**config.mk**
```make
export PLATFORM = sky130hd
export DESIGN_NAME = charger_config_register_bank
export DESIGN_NICKNAME = d
export VERILOG_FILES = /design/src/charger_cfg_pkg.sv /design/src/pin_synchronizer.sv /design/src/charger_config_register_bank.sv
export SDC_FILE = /design/constraint.sdc
export NUM_CORES = 1
export LEC_CHECK = 0
export BUFFER_PORTS_ARGS = -buffer_cell sky130_fd_sc_hd__buf_2
export CORE_AREA = 2 2 136 138
export DETAILED_ROUTE_END_ITERATION = 12
export DIE_AREA = 0 0 138 140
export GPL_TIMING_DRIVEN = 0
export PLACE_DENSITY = 0.59
export SLEW_MARGIN = 30
export SYNTH_ARGS = -nofsm -noshare
export SYNTH_HDL_FRONTEND = slang
export SYNTH_SLANG_ARGS = --single-unit
```
**constraint.sdc**
```tcl
create_clock -name ref_clk -period 3.5 [get_ports ref_clk]
set_clock_uncertainty 0.15 [all_clocks]
set_input_delay 0.175 -clock ref_clk [delete_from_list [all_inputs] [get_ports ref_clk]]
set_output_delay 0.175 -clock ref_clk [all_outputs]
set_load 0.1 [all_outputs]
```
**src/charger_cfg_pkg.sv**
```systemverilog
// shared offsets, reset values, field layout and timing counts for the charger config bank
package charger_cfg_pkg;

    // register offsets on the two-wire port
    localparam logic [7:0] REG_TIMER_CTRL = 8'h05;
    localparam logic [7:0] REG_IRQ_MASK   = 8'h06;
    localparam logic [7:0] REG_THERM_SYS  = 8'h07;

    // power-on / register-reset values
    localparam logic [7:0] RST_TIMER_CTRL = 8'h18;
    localparam logic [7:0] RST_IRQ_MASK   = 8'hC0;
    localparam logic [7:0] RST_THERM_SYS  = 8'hB9;

    // writable bits (the watchdog bits at the top of the timer register are not held here)
    localparam logic [7:0] WR_TIMER_CTRL  = 8'h1F;
    localparam logic [7:0] WR_IRQ_MASK    = 8'hFF;
    localparam logic [7:0] WR_THERM_SYS   = 8'hFF;

    // bits that a watchdog expiry returns to default
    localparam logic [7:0] WD_TIMER_CTRL  = 8'h1F;
    localparam logic [7:0] WD_IRQ_MASK    = 8'hDF;
    localparam logic [7:0] WD_THERM_SYS   = 8'hF0;

    // timer control fields
    localparam int TERM_EN_BIT     = 4;
    localparam int TIMER_EN_BIT    = 3;
    localparam int TMO_SEL_LSB     = 1;
    localparam int POST_TERM_BIT   = 0;
    // mask register fields
    localparam int NTC_EN_BIT      = 7;
    localparam int TMR2X_BIT       = 6;
    localparam int SW_OFF_BIT      = 5;
    localparam int PG_MASK_BIT     = 4;
    localparam int EOC_MASK_BIT    = 3;
    localparam int STAT_MASK_BIT   = 2;
    localparam int NTC_MASK_BIT    = 1;
    localparam int OVP_MASK_BIT    = 0;
    // thermal / system regulation fields
    localparam int PCB_OTP_DIS_BIT = 7;
    localparam int VIN_LOOP_BIT    = 6;
    localparam int TJ_LSB          = 4;
    localparam int VSYS_LSB        = 0;

    // system regulation target
    localparam logic [12:0] VSYS_OFFSET_MV = 13'd4200;
    localparam logic [12:0] VSYS_STEP_MV   = 13'd50;

    // charge state codes reported by the charger core
    localparam logic [1:0] CHG_IDLE = 2'h0;
    localparam logic [1:0] CHG_PRE  = 2'h1;
    localparam logic [1:0] CHG_FAST = 2'h2;
    localparam logic [1:0] CHG_DONE = 2'h3;

    // safety timer
    localparam int SECS_PER_HOUR     = 3600;
    localparam int TMR_HOURS_0       = 20;
    localparam int TMR_HOURS_1       = 5;
    localparam int TMR_HOURS_2       = 8;
    localparam int TMR_HOURS_3       = 12;
    localparam longint SECOND_NS     = 1000000000;
    localparam longint CLK_PERIOD_NS = 10;
    localparam int SEC_CYCLES        = int'(SECOND_NS / CLK_PERIOD_NS);

    // two-wire device address, 7 bits
    localparam logic [6:0] DEV_ADDR_DEFAULT = 7'h08;

    typedef struct packed {
        logic        terminationEnable;
        logic        safetyTimerEnable;
        logic [1:0]  fast_charge_timeout_select;
        logic        post_termination_timer_enable;
        logic        thermistor_monitor_enable;
        logic        timer_doubling_enable;
        logic        batterySwitchOn;
        logic        boardOvertempProtectEnable;
        logic        input_voltage_loop_disable;
        logic [1:0]  die_thermal_threshold;
        logic [3:0]  vsysCode;
        logic [12:0] vsysTargetMv;
    } charger_cfg_t;

    typedef struct packed {
        logic       powerGood;
        logic [1:0] chargeState;
        logic       thermistorFault;
        logic       batteryOvervoltage;
        logic       terminationReached;
        logic       power_path_limiting;
    } charger_status_t;

endpackage

```
**src/pin_synchronizer.sv**
```systemverilog
// three-stage pin synchroniser; the output follows once stages two and three agree
`timescale 1ns/1ps
module pin_synchronizer #(
    parameter int WIDTH = 1
) (
    input  wire logic             ref_clk,
    input  wire logic             nrst,
    input  wire logic [WIDTH-1:0] pinIn,
    output logic      [WIDTH-1:0] pinOut
);
    logic [WIDTH-1:0] stage1_ff;
    logic [WIDTH-1:0] stage2_ff;
    logic [WIDTH-1:0] stage3_ff;

    // idle two-wire lines sit high, so reset to the released level
    always_ff @(posedge ref_clk) begin
        if (!nrst) begin
            stage1_ff <= '1;
            stage2_ff <= '1;
            stage3_ff <= '1;
        end else begin
            stage1_ff <= pinIn;
            stage2_ff <= stage1_ff;
            stage3_ff <= stage2_ff;
        end
    end

    genvar i;
    generate
        for (i = 0; i < WIDTH; i++) begin : g_bit
            always_ff @(posedge ref_clk) begin
                if (!nrst) begin
                    pinOut[i] <= 1'b1;
                end else if (stage2_ff[i] == stage3_ff[i]) begin
                    pinOut[i] <= stage3_ff[i];
                end
            end
        end
    endgenerate
endmodule

```
**src/charger_config_register_bank.sv**
```systemverilog
// charger timer, mask and regulation registers behind a two-wire slave port
//
// What this block does
// - the safety-timer enable bit arms the charge safety timer when set and stops it when clear, and it powers up set.
// - the two-bit fast-charge timer field picks 20, 5, 8 or 12 hours for codes 00 to 11 and resets to 00.
// - with the post-termination timer bit set charge current keeps flowing after termination, else it is suspended while the termination enable bit is set.
// - the battery-switch disable bit turns the battery transistor off both ways, resets clear, and survives watchdog.
// - five mask bits silence the power-good, end-of-charge, state-change, thermistor and over-voltage interrupts.
// - an unmasked interrupt fires whenever the charger moves among not-charging, pre-charge and fast-charge.
// - the board over-temperature bit is inverted, zero enabling protection, and it powers up as one (disabled).
// - the die thermal threshold field picks 60, 80, 100 or 120 degrees and resets to 11.
// - the system voltage field sets 4.2 V plus 50 mV per step, resets to 1001, and survives watchdog expiry.
`timescale 1ns/1ps
module charger_config_register_bank
    import charger_cfg_pkg::*;
#(
    parameter int         SEC_TICKS = SEC_CYCLES,
    parameter logic [6:0] DEV_ADDR  = DEV_ADDR_DEFAULT
) (
    input  wire logic            ref_clk,
    input  wire logic            nrst,
    input  wire logic            sclIn,
    input  wire logic            sdaIn,
    output logic                 sdaOut,
    output logic                 sdaOe,
    input  wire logic            regResetReq,
    input  wire logic            watchdog_expiry,
    input  wire charger_status_t chgStatus,
    output charger_cfg_t         cfg,
    output logic                 chargeCurrentSuspend,
    output logic                 safetyTimerExpired,
    output logic                 irqPulse
);
    typedef enum logic [8:0] {
        S_IDLE   = 9'h001,
        S_ADDR   = 9'h002,
        S_AACK   = 9'h004,
        S_PTR    = 9'h008,
        S_PACK   = 9'h010,
        S_WDATA  = 9'h020,
        S_WACK   = 9'h040,
        S_RDATA  = 9'h080,
        S_RACK   = 9'h100
    } bus_state_t;

    ////////////////////////////////////////////////////////////////////////////////
    logic [1:0] linesSync;
    logic       sclPrev_ff;
    logic       sdaPrev_ff;

    pin_synchronizer #(.WIDTH(2)) u_sync (
        .ref_clk (ref_clk),
        .nrst    (nrst),
        .pinIn   ({sclIn, sdaIn}),
        .pinOut  (linesSync)
    );

    wire scl      = linesSync[1];
    wire sda      = linesSync[0];
    wire sclRise  = scl & ~sclPrev_ff;
    wire sclFall  = ~scl & sclPrev_ff;
    wire startCnd = scl & sclPrev_ff & sdaPrev_ff & ~sda;
    wire stopCnd  = scl & sclPrev_ff & ~sdaPrev_ff & sda;

    always_ff @(posedge ref_clk) begin
        if (!nrst) begin
            sclPrev_ff <= 1'b1;
            sdaPrev_ff <= 1'b1;
        end else begin
            sclPrev_ff <= scl;
            sdaPrev_ff <= sda;
        end
    end

    ////////////////////////////////////////////////////////////////////////////////
    bus_state_t state_ff;
    logic [3:0] bitCnt_ff;
    logic [7:0] shift_ff;
    logic [7:0] ptr_ff;
    logic       readDir_ff;
    logic       masterAck_ff;
    logic       sdaOe_ff;
    logic [7:0] timerCtrl_ff;
    logic [7:0] irqMask_ff;
    logic [7:0] thermSys_ff;

    function automatic logic [7:0] read_reg(input logic [7:0] addr, input logic [7:0] t,
                                            input logic [7:0] m, input logic [7:0] s);
        unique case (addr)
            REG_TIMER_CTRL: read_reg = t;
            REG_IRQ_MASK:   read_reg = m;
            REG_THERM_SYS:  read_reg = s;
            default:        read_reg = 8'h00;
        endcase
    endfunction

    // one register value after a write and the two reset sources; reset requests beat a write
    function automatic logic [7:0] update_reg(input logic [7:0] cur, input logic [7:0] rstVal,
                                              input logic [7:0] wrMask, input logic [7:0] wdMask,
                                              input logic hit, input logic [7:0] data,
                                              input logic regRst, input logic wdExp);
        logic [7:0] v;
        v = cur;
        if (hit) v = (cur & ~wrMask) | (data & wrMask);
        if (wdExp) v = (v & ~wdMask) | (rstVal & wdMask);
        if (regRst) v = rstVal;
        update_reg = v;
    endfunction

    wire [7:0] readData  = read_reg(ptr_ff, timerCtrl_ff, irqMask_ff, thermSys_ff);
    wire [7:0] nextRead  = read_reg(ptr_ff + 8'h01, timerCtrl_ff, irqMask_ff, thermSys_ff);
    wire       byteDone  = (bitCnt_ff == 4'h8);
    wire       wrStrobe  = (state_ff == S_WDATA) && sclFall && byteDone;

    always_ff @(posedge ref_clk) begin
        if (!nrst) begin
            state_ff     <= S_IDLE;
            bitCnt_ff    <= 4'h0;
            shift_ff     <= 8'h00;
            ptr_ff       <= 8'h00;
            readDir_ff   <= 1'b0;
            masterAck_ff <= 1'b0;
            sdaOe_ff     <= 1'b0;
        end else if (startCnd) begin
            state_ff  <= S_ADDR;
            bitCnt_ff <= 4'h0;
            sdaOe_ff  <= 1'b0;
        end else if (stopCnd) begin
            state_ff <= S_IDLE;
            sdaOe_ff <= 1'b0;
        end else if (sclRise) begin
            if (state_ff == S_RACK) begin
                masterAck_ff <= ~sda;
            end else if (state_ff inside {S_ADDR, S_PTR, S_WDATA, S_RDATA}) begin
                bitCnt_ff <= bitCnt_ff + 4'h1;
                if (state_ff != S_RDATA) shift_ff <= {shift_ff[6:0], sda};
            end
        end else if (sclFall) begin
            unique case (state_ff)
                S_IDLE: begin
                    sdaOe_ff <= 1'b0;
                end
                S_ADDR: begin
                    if (byteDone) begin
                        if (shift_ff[7:1] == DEV_ADDR) begin
                            state_ff   <= S_AACK;
                            readDir_ff <= shift_ff[0];
                            sdaOe_ff   <= 1'b1;
                        end else begin
                            state_ff <= S_IDLE;
                        end
                    end
                end
                S_AACK: begin
                    bitCnt_ff <= 4'h0;
                    if (readDir_ff) begin
                        state_ff <= S_RDATA;
                        shift_ff <= readData;
                        sdaOe_ff <= ~readData[7];
                    end else begin
                        state_ff <= S_PTR;
                        sdaOe_ff <= 1'b0;
                    end
                end
                S_PTR: begin
                    if (byteDone) begin
                        ptr_ff   <= shift_ff;
                        state_ff <= S_PACK;
                        sdaOe_ff <= 1'b1;
                    end
                end
                S_WDATA: begin
                    if (byteDone) begin
                        ptr_ff   <= ptr_ff + 8'h01;
                        state_ff <= S_WACK;
                        sdaOe_ff <= 1'b1;
                    end
                end
                S_PACK, S_WACK: begin
                    state_ff  <= S_WDATA;
                    bitCnt_ff <= 4'h0;
                    sdaOe_ff  <= 1'b0;
                end
                S_RDATA: begin
                    if (byteDone) begin
                        state_ff <= S_RACK;
                        sdaOe_ff <= 1'b0;
                    end else begin
                        shift_ff <= {shift_ff[6:0], 1'b0};
                        sdaOe_ff <= ~shift_ff[6];
                    end
                end
                S_RACK: begin
                    // a master nack ends the read; the pointer only advances on ack
                    if (masterAck_ff) begin
                        ptr_ff    <= ptr_ff + 8'h01;
                        shift_ff  <= nextRead;
                        sdaOe_ff  <= ~nextRead[7];
                        bitCnt_ff <= 4'h0;
                        state_ff  <= S_RDATA;
                    end else begin
                        state_ff <= S_IDLE;
                    end
                end
            endcase
        end
    end

    assign sdaOut = 1'b0;
    assign sdaOe  = sdaOe_ff;

    ////////////////////////////////////////////////////////////////////////////////
    always_ff @(posedge ref_clk) begin
        if (!nrst) timerCtrl_ff <= RST_TIMER_CTRL;
        else timerCtrl_ff <= update_reg(timerCtrl_ff, RST_TIMER_CTRL, WR_TIMER_CTRL, WD_TIMER_CTRL,
                                        wrStrobe && ptr_ff == REG_TIMER_CTRL, shift_ff,
                                        regResetReq, watchdog_expiry);
    end

    always_ff @(posedge ref_clk) begin
        if (!nrst) irqMask_ff <= RST_IRQ_MASK;
        else irqMask_ff <= update_reg(irqMask_ff, RST_IRQ_MASK, WR_IRQ_MASK, WD_IRQ_MASK,
                                      wrStrobe && ptr_ff == REG_IRQ_MASK, shift_ff,
                                      regResetReq, watchdog_expiry);
    end

    always_ff @(posedge ref_clk) begin
        if (!nrst) thermSys_ff <= RST_THERM_SYS;
        else thermSys_ff <= update_reg(thermSys_ff, RST_THERM_SYS, WR_THERM_SYS, WD_THERM_SYS,
                                       wrStrobe && ptr_ff == REG_THERM_SYS, shift_ff,
                                       regResetReq, watchdog_expiry);
    end

    always_comb begin
        cfg.terminationEnable             = timerCtrl_ff[TERM_EN_BIT];
        cfg.safetyTimerEnable             = timerCtrl_ff[TIMER_EN_BIT];
        cfg.fast_charge_timeout_select    = timerCtrl_ff[TMO_SEL_LSB +: 2];
        cfg.post_termination_timer_enable = timerCtrl_ff[POST_TERM_BIT];
        cfg.thermistor_monitor_enable     = irqMask_ff[NTC_EN_BIT];
        cfg.timer_doubling_enable         = irqMask_ff[TMR2X_BIT];
        cfg.batterySwitchOn               = ~irqMask_ff[SW_OFF_BIT];
        cfg.boardOvertempProtectEnable    = ~thermSys_ff[PCB_OTP_DIS_BIT];
        cfg.input_voltage_loop_disable    = thermSys_ff[VIN_LOOP_BIT];
        cfg.die_thermal_threshold         = thermSys_ff[TJ_LSB +: 2];
        cfg.vsysCode                      = thermSys_ff[VSYS_LSB +: 4];
        cfg.vsysTargetMv                  = VSYS_OFFSET_MV + VSYS_STEP_MV * {9'h000, thermSys_ff[3:0]};
    end

    // with termination enabled, charge is held off at termination unless the post-termination timer keeps it on
    assign chargeCurrentSuspend = cfg.terminationEnable & chgStatus.terminationReached
                                  & ~cfg.post_termination_timer_enable;

    ////////////////////////////////////////////////////////////////////////////////
    function automatic logic [16:0] timeout_secs(input logic [1:0] sel);
        unique case (sel)
            2'h0: timeout_secs = 17'(TMR_HOURS_0 * SECS_PER_HOUR);
            2'h1: timeout_secs = 17'(TMR_HOURS_1 * SECS_PER_HOUR);
            2'h2: timeout_secs = 17'(TMR_HOURS_2 * SECS_PER_HOUR);
            2'h3: timeout_secs = 17'(TMR_HOURS_3 * SECS_PER_HOUR);
        endcase
    endfunction

    logic [31:0] prescale_ff;
    logic        halfPhase_ff;
    logic [16:0] seconds_ff;
    logic        expired_ff;

    wire charging  = chgStatus.chargeState inside {CHG_PRE, CHG_FAST};
    wire timerRun  = cfg.safetyTimerEnable & charging;
    wire secTick   = timerRun && prescale_ff == 32'(SEC_TICKS - 1);
    wire slowMode  = chgStatus.power_path_limiting & cfg.timer_doubling_enable;
    wire secCount  = secTick & (~slowMode | halfPhase_ff);

    always_ff @(posedge ref_clk) begin
        if (!nrst || !timerRun) begin
            prescale_ff  <= 32'h0000_0000;
            halfPhase_ff <= 1'b0;
        end else begin
            prescale_ff  <= secTick ? 32'h0000_0000 : prescale_ff + 32'h0000_0001;
            halfPhase_ff <= secTick ? ~halfPhase_ff : halfPhase_ff;
        end
    end

    always_ff @(posedge ref_clk) begin
        if (!nrst || !timerRun) begin
            seconds_ff <= 17'h00000;
            expired_ff <= 1'b0;
        end else if (secCount && !expired_ff) begin
            seconds_ff <= seconds_ff + 17'h00001;
            expired_ff <= (seconds_ff + 17'h00001) >= timeout_secs(cfg.fast_charge_timeout_select);
        end
    end

    assign safetyTimerExpired = expired_ff;

    ////////////////////////////////////////////////////////////////////////////////
    logic       pgPrev_ff;
    logic [1:0] statePrev_ff;
    logic       ntcPrev_ff;
    logic       ovpPrev_ff;
    logic       irq_ff;

    wire evPg   = chgStatus.powerGood ^ pgPrev_ff;
    wire evEoc  = chgStatus.chargeState == CHG_DONE && statePrev_ff != CHG_DONE;
    wire evStat = chgStatus.chargeState != statePrev_ff && chgStatus.chargeState != CHG_DONE
                  && statePrev_ff != CHG_DONE;
    wire evNtc  = chgStatus.thermistorFault & ~ntcPrev_ff;
    wire evOvp  = chgStatus.batteryOvervoltage & ~ovpPrev_ff;
    wire irqAny = (evPg & ~irqMask_ff[PG_MASK_BIT]) | (evEoc & ~irqMask_ff[EOC_MASK_BIT])
                | (evStat & ~irqMask_ff[STAT_MASK_BIT]) | (evNtc & ~irqMask_ff[NTC_MASK_BIT])
                | (evOvp & ~irqMask_ff[OVP_MASK_BIT]);

    always_ff @(posedge ref_clk) begin
        if (!nrst) begin
            pgPrev_ff    <= 1'b0;
            statePrev_ff <= CHG_IDLE;
            ntcPrev_ff   <= 1'b0;
            ovpPrev_ff   <= 1'b0;
            irq_ff       <= 1'b0;
        end else begin
            pgPrev_ff    <= chgStatus.powerGood;
            statePrev_ff <= chgStatus.chargeState;
            ntcPrev_ff   <= chgStatus.thermistorFault;
            ovpPrev_ff   <= chgStatus.batteryOvervoltage;
            irq_ff       <= irqAny;
        end
    end

    assign irqPulse = irq_ff;
endmodule

```
==> run_results.csv, run 1 <==
group,metric,value,unit
timing,hold_viol,0,
cts,ctsHtreeMaxLevel,4,
placement,port_buffers,42,
synthesis,synth.most_common_cell,"dfxtp_1",
timing,setup_tns,0,ns
synthesis,synth_top_area_share,34.2,%
setup_path,path_delay_family,"adder cells",
cts,numCtsBuffers,17,
timing,tightest_slew,0.808,ns
routing,dr_total_vias,6197,
synthesis,netlist_top_cells_area,"dfxtp_1 34%, ha_1 7.1%, xor2_1 5.6%, nor2_1 5.2%, nand2_1 3.5%",
routing,wl,17500,um
synthesis,synthArstFlopShare,0,%
timing,maxSlewViolCount,0,
timing,fmax,301,MHz
floorplanning,start_util,39.5,%
synthesis,synth_seq_cells,120,
timing,fin_crit,3.33,ns
setup_path,cp.required,3.17,ns
synthesis,synth_area,7030,um^2
routing,drcViolationCount,0,
setup_path,worst_ep_arrival_time,3.00,ns
setup_path,worstSetupEndpointType,"primary output",
synthesis,synth_flop_cell,"dfxtp_1",
floorplanning,io_pins,47,
setup_path,crit_path_frequent_cell,"ha_1",
timing,max_slew_margin,45.7,%
grt,grt_max_degree,17,
flow_run,cap_violations,0,
cts,clock_path_buffers,2,
floorplanning,die_area,19300,um^2
setup_path,worst-path-max-fanout,9,
grt,grt_pass1_vias,5753,
placement,dp.final_hpwl,12800,um
synthesis,synth.yosys.seq_area_share,34.2,%
setup_path,path_cells,"inv_1 > ha_1 > inv_1 > ha_1 > ha_1 > xnor2_2 > nor3b_1 > xnor2_2 > clkbuf_4",
setup_path,critPathKind,"flop to primary output",
pwr,netSwitchingFraction,22.5,%
pwr,p_seq_share,42.2,%
synthesis,synth_edf_count,0,
cts,cts_tree,"yes",
synthesis,syn_inst,844,
synthesis,netlist-cell-type-count,68,
cts,clock_latency,0.42,ns
setup_path,startpoint_type,"flop",
placement,gp_congestion,0.870,
pwr,pwr-share-comb,3.4,%
floorplanning,rows,49,
cts,clock-root-buffer,"clkbuf_16",
pwr,power.clock.fraction,54.3,%
floorplanning,core_area,17800,um^2
cts,cts_setup_buffers,0,
routing,first_iter_violations,467,
pwr,vdd_drop_max,319,uV
floorplanning,die_w,138,um
final_layout,nFillCells,1813,
final_layout,utilization,46.4,%
routing,wl_per_cell,15.1,um
status,outcome,"completed",
cts,clk_pin_slew,0.05,ns
setup_path,slowest_delay,0.54,ns
timing,fin_crit_sh,95.0,%
floorplanning,die_y,140,um
final_layout,fin_nets,970,
synthesis,syn_avg_cell_area,8.33,um^2
routing,final_antenna_net_count,0,
synthesis,synthTopCellsByCount,"120 x dfxtp_1, 97 x nor2_1, 65 x nand2_1, 45 x xor2_1, 42 x nand3_1",
grt,grt_use_total,18.2,%
synthesis,ys_warn_count,0,
timing,rsz0062_at_grt,"false",
setup_path,critical_path_buf_inv_count,3,
pwr,p_int,2.53,mW
grt,grt-ovfl-total,0,
routing,viasPerCell,5.35,
pwr,p_switching,736,uW
pwr,p_per_area,396,nW/um^2
hold_path,hold_path_class,"input port to flop",
setup_path,cp_slowest_cell,"dfxtp_1",
grt,antenna_found_initial,0,
grt,grt_pass1_wl,28900,um
final_layout,area_growth,17.5,%
final_layout,drive_above_1_share,12.7,%
synthesis,yosysTopAreaCell,"dfxtp_1",
pwr,p_leak,3.23,nW
cts,cts.sinks,120,
final_layout,antenna_cells,0,
timing,setup_viol,0,
routing,drtPass1Iterations,7,
worst min-delay path, delay by kind of cell:
kind                   cells  cell delay [ns]
AOI/OAI and AO/OA          1             0.05
and+or+nand+nor            1             0.16
buffers and inverters      1             0.17
cell families after synthesis:
| group | Yosys count | synth area share [%] |
|---|---|---|
| adder cells (fa/ha/maj) | 41 | 7.40 |
| AO/OA/AOI/OAI | 148 | 14.1 |
| other | 2 | 0.107 |
| flip-flops | 120 | 34.2 |
| buffers and inverters | 90 | 5.84 |
| AND/OR/NAND/NOR | 350 | 26.4 |
| multiplexers | 22 | 3.15 |
| XOR/XNOR | 71 | 8.85 |
per-layer routing:
metal / vias to the layer above / track usage (%) / part of all wire, %
met1: 2865 / 24.4 / 48
met4: 0 / 5.16 / 1.7
met5: - / 0 / 0
met2: 167 / 29.3 / 45
met3: 22 / 4.51 / 5.4
li1: 3143 / - / -
flip-flops by register name, indices dropped and copies added (netlist names), 2 cells and up:
name              cells
bitCnt_ff             4
irqMask_ff            8
prescale_ff          32
ptr_ff                8
seconds_ff           17
shift_ff              8
statePrev_ff          2
state_ff              9
thermSys_ff           8
timerCtrl_ff          5
u_sync.pinOut         2
u_sync.stage1_ff      2
u_sync.stage2_ff      2
u_sync.stage3_ff      2
path summary, 6_finish.rpt:
path	startpoint	depth (start not counted)	slack, ns	end
max	thermSys_ff[2]$_SDFFE_PP0P_	9	0.17	cfg[9]
min	nrst	3	0.05	thermSys_ff[2]$_SDFFE_PP0P_
max reg2reg	seconds_ff[0]$_SDFFE_PP0P_	12	0.35	safetyTimerExpired$_SDFFE_PP0P_
min reg2reg	u_sync.stage1_ff[1]$_SDFF_PN1_	1	0.26	u_sync.stage2_ff[1]$_SDFF_PN1_
metrics by stage:
stage               hold WS (ns)  worst slack, ns  power [mW]  instance area (um^2)  std cells
detailed placement         0.216            0.384        1.51                  7550       1117
global route              0.0644           0.0100        3.38                  8260       1158
finish                    0.0488            0.174        3.27                  8260       1158
global placement           0.207            0.375        1.51                  7550       1117
floorplan                  0.126           -0.233        1.48                  7060        846
CTS                       0.0470           0.0195        3.31                  8250       1158
final cells by class:
type	count	area (um^2)	share of cell area (%)
inverter	35	131	1.59
clock inverter	14	173	2.09
buffer	55	279	3.38
timing repair buffer	51	305	3.70
multi-input combinational	636	4250	51.5
tap	229	287	3.47
clock buffer	18	429	5.20
sequential	120	2400	29.1
placed cells by master (no fill, tap or decap), types with 4 or more instances in the layout:
| cell type | n |
|---|---|
| dfxtp_1 | 120 |
| clkbuf_1 | 27 |
| o211ai_1 | 6 |
| xnor2_1 | 24 |
| conb_1 | 4 |
| a21oi_1 | 37 |
| a21o_1 | 4 |
| o21ai_0 | 30 |
| buf_2 | 53 |
| mux2i_1 | 21 |
| o22ai_1 | 7 |
| dlygate4sd3_1 | 9 |
| or3_1 | 7 |
| nor2b_1 | 10 |
| inv_1 | 35 |
| clkbuf_16 | 17 |
| ha_1 | 40 |
| nand3b_1 | 6 |
| buf_4 | 15 |
| and2_1 | 8 |
| a22oi_1 | 6 |
| nand4_1 | 29 |
| and4_1 | 10 |
| nor3_1 | 10 |
| a222oi_1 | 10 |
| nand2b_1 | 12 |
| nor4b_1 | 9 |
| nor3b_1 | 5 |
| nand3_1 | 42 |
| o31ai_1 | 5 |
| nor2_1 | 97 |
| nand2_1 | 65 |
| xor2_1 | 44 |
| a31oi_1 | 4 |
| o2bb2ai_1 | 8 |
| and3_1 | 17 |
power groups by stage:
stage	Clock, mW	Sequential (mW)	Combinational, mW
6_report	1.78	1.38	0.112
5_1_grt	1.88	1.38	0.123
4_1_cts	1.82	1.38	0.114
3_5_place_dp	0	1.41	0.105
3_3_place_gp	0	1.41	0.106
2_1_floorplan	0	1.41	0.0699
what timing repair did:
item                                    4_1_cts  5_1_grt
hold endpoints to repair                     19        0
hold buffers                                  9        0
resized for setup                             0        3
endpoints found under the setup margin        0        2
Note: power is estimated with default switching activity, not from simulation.
==> run 2, diff against run 1 <==
--- a/config.mk
+++ b/config.mk
@@ -6,9 +6,9 @@
 export NUM_CORES = 1
 export LEC_CHECK = 0
 export BUFFER_PORTS_ARGS = -buffer_cell sky130_fd_sc_hd__buf_2
-export CORE_AREA = 2 2 136 138
+export CORE_AREA = 3 3 137 139
 export DETAILED_ROUTE_END_ITERATION = 12
-export DIE_AREA = 0 0 138 140
+export DIE_AREA = 0 0 140 142
 export GPL_TIMING_DRIVEN = 0
 export PLACE_DENSITY = 0.59
 export SLEW_MARGIN = 30
==> run 2 against run 1 <==
Against the previous run: wire length grew 1.3%; final cell count decreased by 0.17%; global-route usage is essentially flat; total power is 2.9% lower; sequential share of layout area is 0.17 points higher; setup slack improved by 0.039 ns; critical path depth is 1 lower; fmax up 1.2%; largest power group unchanged; highest routed layer unchanged; first-iteration DRC count grew 16%.
==> run_results.csv, run 2 (same netlist as run 1, synthesis figures left out) <==
group,metric,value,unit
status,outcome,"completed",
timing,max_slew_margin,47.8,%
floorplanning,die_y,142,um
pwr,p_leak,3.20,nW
setup_path,critical_path_buf_inv_count,2,
cts,ctsHtreeMaxLevel,4,
cts,cts.sinks,120,
floorplanning,die_area,19900,um^2
routing,drcViolationCount,0,
final_layout,antenna_cells,0,
final_layout,layout_commonest_cell,"dfxtp_1",
grt,grt-ovfl-total,0,
timing,rsz0062_at_grt,"false",
final_layout,stdcell_count,1156,
floorplanning,core_area,17800,um^2
cts,numCtsBuffers,17,
final_layout,top_register,"prescale_ff",
floorplanning,io_pins,47,
grt,grt_max_degree,17,
hold_path,worstHoldStart,"nrst",
timing,holdWs,0.0999,ns
setup_path,slowest_delay,0.57,ns
setup_path,timing.rr.start,"seconds_ff[0]$_SDFFE_PP0P_",
pwr,p_switching,692,uW
cts,clk_pin_slew,0.05,ns
setup_path,startpoint_type,"flop",
grt,use_met3,3.83,%
placement,gp_congestion,0.897,
pwr,p_per_area,386,nW/um^2
flow_run,cap_violations,0,
placement,dp.cells,1117,
routing,wl_per_cell,15.3,um
setup_path,cp.required,3.17,ns
floorplanning,start_util,39.5,%
pwr,netSwitchingFraction,21.8,%
timing,fin_crit_sh,93.9,%
setup_path,crit_path_frequent_cell,"ha_1",
grt,antenna_found_initial,0,
setup_path,cp_slowest_cell,"dfxtp_1",
timing,fin_crit,3.29,ns
final_layout,fin_nets,970,
final_layout,area_growth,16.9,%
setup_path,path_delay_family,"adder cells",
grt,grt_use_total,18.2,%
routing,first_iter_violations,542,
final_layout,final_cell_mix,"119 x dfxtp_1, 97 x nor2_1, 65 x nand2_1",
grt,gr-usage-met2,29.1,%
grt,grtUsageMet1,24.8,%
final_layout,largest_reg_flops,32,
setup_path,critPathLaunch,"thermSys_ff[3]$_SDFFE_PP1P_",
setup_path,worstSetupEndpointType,"primary output",
pwr,p_int,2.48,mW
setup_path,critPathKind,"flop to primary output",
timing,hold_viol,0,
cts,clock_latency,0.42,ns
timing,maxSlewViolCount,0,
routing,viasPerCell,5.33,
timing,setup_viol,0,
timing,fmax,304,MHz
cts,clock-root-buffer,"clkbuf_16",
grt,grt_pass1_wl,29400,um
final_layout,drive_above_1_share,12.3,%
cts,clock_path_buffers,2,
placement,pre_cts_ws,0.356,ns
timing,tightest_slew,0.774,ns
pwr,pwr-share-comb,3.6,%
timing,worst_slack,0.213,ns
pwr,power.clock.fraction,52.9,%
pwr,p_seq_share,43.5,%
floorplanning,die_w,140,um
final_layout,utilization,46.2,%
routing,dr_total_vias,6159,
grt,grt_pass1_vias,5794,
final_layout,design_area,8220,um^2
routing,drtPass1Iterations,7,
final_layout,reg_top3,"prescale_ff x32, seconds_ff x17, state_ff x9",
routing,wl,17700,um
placement,placed_cell_area,7550,um^2
pwr,vdd_drop_max,333,uV
setup_path,path_cells,"ha_1 > ha_1 > inv_1 > fa_1 > xnor2_1 > nor3b_1 > xnor2_2 > clkbuf_4",
setup_path,worst_ep_arrival_time,2.96,ns
floorplanning,rows,49,
grt,busiest_layer,"met2",
hold_path,hold_path_class,"input port to flop",
cts,cts_tree,"yes",
routing,final_antenna_net_count,0,
placement,dp.final_hpwl,12900,um
placement,port_buffers,42,
setup_path,worst-path-max-fanout,8,
## run 2: changes by cell type in the layout (fill, tap and decap cells not counted)
cell / previous run / this run
buf_2: 53 / 52
dfxtp_2: 0 / 1
dfxtp_1: 120 / 119
bufinv_16: 3 / 2
inv_6: 3 / 0
clkbuf_8: 0 / 2
xnor2_2: 2 / 1
clkbuf_4: 2 / 3
clkinv_4: 3 / 1
clkbuf_1: 27 / 29
xnor2_1: 24 / 25
## run 2: layout make-up
cell class,instances,area [um^2]
fillers,1808,9560
flip-flops and latches,120,2400
clock inverters,8,98.8
multi-input cells,636,4240
well taps,229,287
repair buffers,51,308
clock buffers,22,464
plain buffers,55,279
inverters,35,131
## run 2: power by group through the flow
stage	Clock [mW]	Sequential [mW]	Combinational (mW)
2_1_floorplan	0	1.41	0.0699
3_3_place_gp	0	1.41	0.107
3_5_place_dp	0	1.41	0.106
4_1_cts	1.72	1.38	0.115
5_1_grt	1.79	1.38	0.125
6_report	1.68	1.38	0.114
## run 2: final timing paths
path | endpoint | slack (ns) | cells past startpoint
setup / recovery | cfg[9] | 0.21 | 8
hold / removal | thermSys_ff[2]$_SDFFE_PP0P_ | 0.1 | 3
setup reg to reg | safetyTimerExpired$_SDFFE_PP0P_ | 0.32 | 11
hold reg to reg | u_sync.stage2_ff[1]$_SDFF_PN1_ | 0.26 | 1
## run 2: repair_timing
item	4_1_cts	5_1_grt
resized for setup	0	4
setup endpoints to repair	0	3
hold buffers	9	0
buffers inserted	0	0
endpoints found under the hold margin	19	0
## run 2: per-layer routing
metal,vias up,routed length (um)
met5,-,0
met1,2850,8610
met4,0,265
li1,3145,-
met2,145,7980
met3,19,828
## run 2: worst reg2reg max path, cell delays in order, from the launching register on
cell and delay [ns]:
dfxtp_1 0.42, ha_1 0.24, and3_1 0.23, and3_1 0.28, and4_1 0.29, nand2_1 0.12
xnor2_1 0.16, ha_1 0.30, nand4_1 0.13, o41ai_1 0.40, o211ai_1 0.15, a41oi_1 0.23
## run 2: metrics by stage
| step | power [mW] | TNS, ns |
|---|---|---|
| 2_1_floorplan | 1.48 | -0.484 |
| 3_3_place_gp | 1.52 | 0 |
| 3_5_place_dp | 1.52 | 0 |
| 4_1_cts | 3.21 | 0 |
| 5_1_grt | 3.29 | 0 |
| 6_report | 3.17 | 0 |
==> run 3, diff against run 2 <==
--- a/config.mk
+++ b/config.mk
@@ -11,6 +11,7 @@
 export DIE_AREA = 0 0 140 142
 export GPL_TIMING_DRIVEN = 0
 export PLACE_DENSITY = 0.59
+export RECOVER_POWER = 100
 export SLEW_MARGIN = 30
 export SYNTH_ARGS = -nofsm -noshare
 export SYNTH_HDL_FRONTEND = slang
==> run 3 against run 2 <==
Against the previous run: sequential cell count is the same; via count grew 0.21%; final area down 0.76%; first-iteration DRC count fell by 13%; global-route usage is the same; critical endpoint unchanged; utilization down 0.35 points; register-to-register slack got worse by 0.03 ns; non-clock buffer count unchanged; sequential share of layout area up 0.22 points; die area unchanged.
==> run_results.csv, run 3 (same netlist as run 1, synthesis figures left out) <==
group,metric,value,unit
status,outcome,"completed",
final_layout,drive_above_1_share,8.41,%
final_layout,top_register,"prescale_ff",
pwr,p_seq_share,43.5,%
pwr,vdd_drop_max,336,uV
pwr,power.clock.fraction,53.0,%
final_layout,final_cell_mix,"119 x dfxtp_1, 97 x nor2_1, 65 x nand2_1",
timing,fin_crit,3.28,ns
setup_path,critPathKind,"flop to primary output",
setup_path,startpoint_type,"flop",
placement,placed_cell_area,7550,um^2
floorplanning,start_util,39.5,%
cts,ctsHtreeMaxLevel,4,
final_layout,antenna_cells,0,
setup_path,worst-path-max-fanout,8,
cts,clock-root-buffer,"clkbuf_16",
placement,pre_cts_ws,0.356,ns
grt,grt_pass1_wl,29400,um
floorplanning,die_y,142,um
hold_path,hold_path_class,"input port to flop",
timing,max_slew_margin,21.6,%
timing,rsz0062_at_grt,"false",
routing,drcViolationCount,0,
cts,cts_setup_buffers,0,
final_layout,fin_nets,970,
floorplanning,core_area,17800,um^2
timing,setup_tns,0,ns
cts,cts.sinks,120,
timing,maxSlewViolCount,0,
pwr,netSwitchingFraction,21.8,%
pwr,p_leak,3.09,nW
routing,final_antenna_net_count,0,
cts,clock_latency,0.42,ns
timing,tightest_slew,1.18,ns
timing,setup_viol,0,
cts,clock_path_buffers,2,
placement,dp.final_hpwl,12900,um
setup_path,cp.required,3.17,ns
pwr,p_switching,692,uW
setup_path,worstSetupEndpointType,"primary output",
cts,numCtsBuffers,17,
final_layout,nFillCells,1828,
grt,grt_pass1_vias,5794,
grt,grt_use_total,18.2,%
final_layout,layout_commonest_cell,"dfxtp_1",
floorplanning,rows,49,
pwr,p_int,2.48,mW
cts,clk_pin_slew,0.06,ns
timing,hold_viol,0,
floorplanning,die_area,19900,um^2
grt,grt_max_degree,17,
placement,port_buffers,42,
final_layout,largest_reg_flops,32,
flow_run,cap_violations,0,
final_layout,stdcell_count,1156,
timing,fin_crit_sh,93.8,%
setup_path,worst_ep_arrival_time,2.96,ns
routing,wl,17700,um
final_layout,design_area,8150,um^2
routing,dr_total_vias,6172,
cts,cts_tree,"yes",
grt,antenna_found_initial,0,
pwr,pwr-share-comb,3.5,%
routing,first_iter_violations,474,
timing,fmax,304,MHz
placement,dp.cells,1117,
final_layout,reg_top3,"prescale_ff x32, seconds_ff x17, state_ff x9",
routing,drtPass1Iterations,9,
final_layout,area_growth,16.0,%
pwr,p_per_area,389,nW/um^2
routing,viasPerCell,5.34,
timing,worst_slack,0.215,ns
placement,gp_congestion,0.897,
routing,wl_per_cell,15.3,um
floorplanning,die_w,140,um
grt,grt-ovfl-total,0,
floorplanning,io_pins,47,
## run 3: cell count changes in the layout (fill, tap and decap cells not counted)
| cell | previous run | this run |
|---|---|---|
| and2_0 | 0 | 2 |
| nor4_1 | 3 | 4 |
| clkbuf_1 | 29 | 63 |
| nor4_4 | 2 | 1 |
| buf_2 | 52 | 15 |
| nor3_1 | 10 | 11 |
| nor3_2 | 3 | 2 |
| clkbuf_2 | 0 | 3 |
| and2_1 | 8 | 6 |
## run 3: path summary, 6_finish.rpt
kind,slack [ns],from,cells after the start,to
max,0.22,thermSys_ff[3]$_SDFFE_PP1P_,8,cfg[9]
min,0.11,chgStatus[0],5,safetyTimerExpired$_SDFFE_PP0P_
max reg2reg,0.29,state_ff[1]$_SDFFE_PN0P_,9,state_ff[4]$_SDFFE_PP0P_
min reg2reg,0.26,u_sync.stage1_ff[1]$_SDFF_PN1_,1,u_sync.stage2_ff[1]$_SDFF_PN1_
## run 3: cell type report
cell class / instances / area, um^2 / share of cell area, %
buffer: 55 / 270 / 3.31
clock buffer: 22 / 464 / 5.69
clock inverter: 8 / 98.8 / 1.21
inverter: 35 / 131 / 1.61
multi-input combinational: 636 / 4220 / 51.8
sequential: 120 / 2400 / 29.5
tap: 229 / 287 / 3.51
timing repair buffer: 51 / 274 / 3.36
## run 3: routing by layer
layer / GRT usage [%] / up-vias / routed length (um)
li1: - / 3146 / -
met3: 3.83 / 20 / 939
met4: 5.61 / 0 / 276
met2: 29.1 / 172 / 8000
met5: 0 / - / 0
met1: 24.8 / 2834 / 8520
## run 3: repair_timing
action,4_1_cts,5_1_grt
hold buffers,9,0
gates resized for setup,0,4
setup endpoints to repair,0,3
endpoints found under the hold margin,19,0
## run 3: through the flow
step | power (mW) | utilization, % | hold slack, ns
floorplan | 1.48 | - | 0.126
global placement | 1.52 | 42.5 | 0.235
detailed placement | 1.52 | 42.5 | 0.235
CTS | 3.21 | 46.2 | 0.0775
global route | 3.29 | 45.9 | 0.154
finish | 3.17 | 45.9 | 0.109
## run 3: worst max-delay path: stages (launching register included)
cell	delay [ns]
dfxtp_1	0.57
ha_1	0.23
ha_1	0.16
inv_1	0.05
fa_1	0.40
xnor2_1	0.29
nor3b_1	0.35
xnor2_2	0.15
clkbuf_4	0.34
## run 3: power by group through the flow
stage	combinational, mW	sequential [mW]	clock (mW)
floorplan	0.0699	1.41	0
global placement	0.107	1.41	0
detailed placement	0.106	1.41	0
CTS	0.115	1.38	1.72
global route	0.123	1.38	1.79
finish	0.112	1.38	1.68
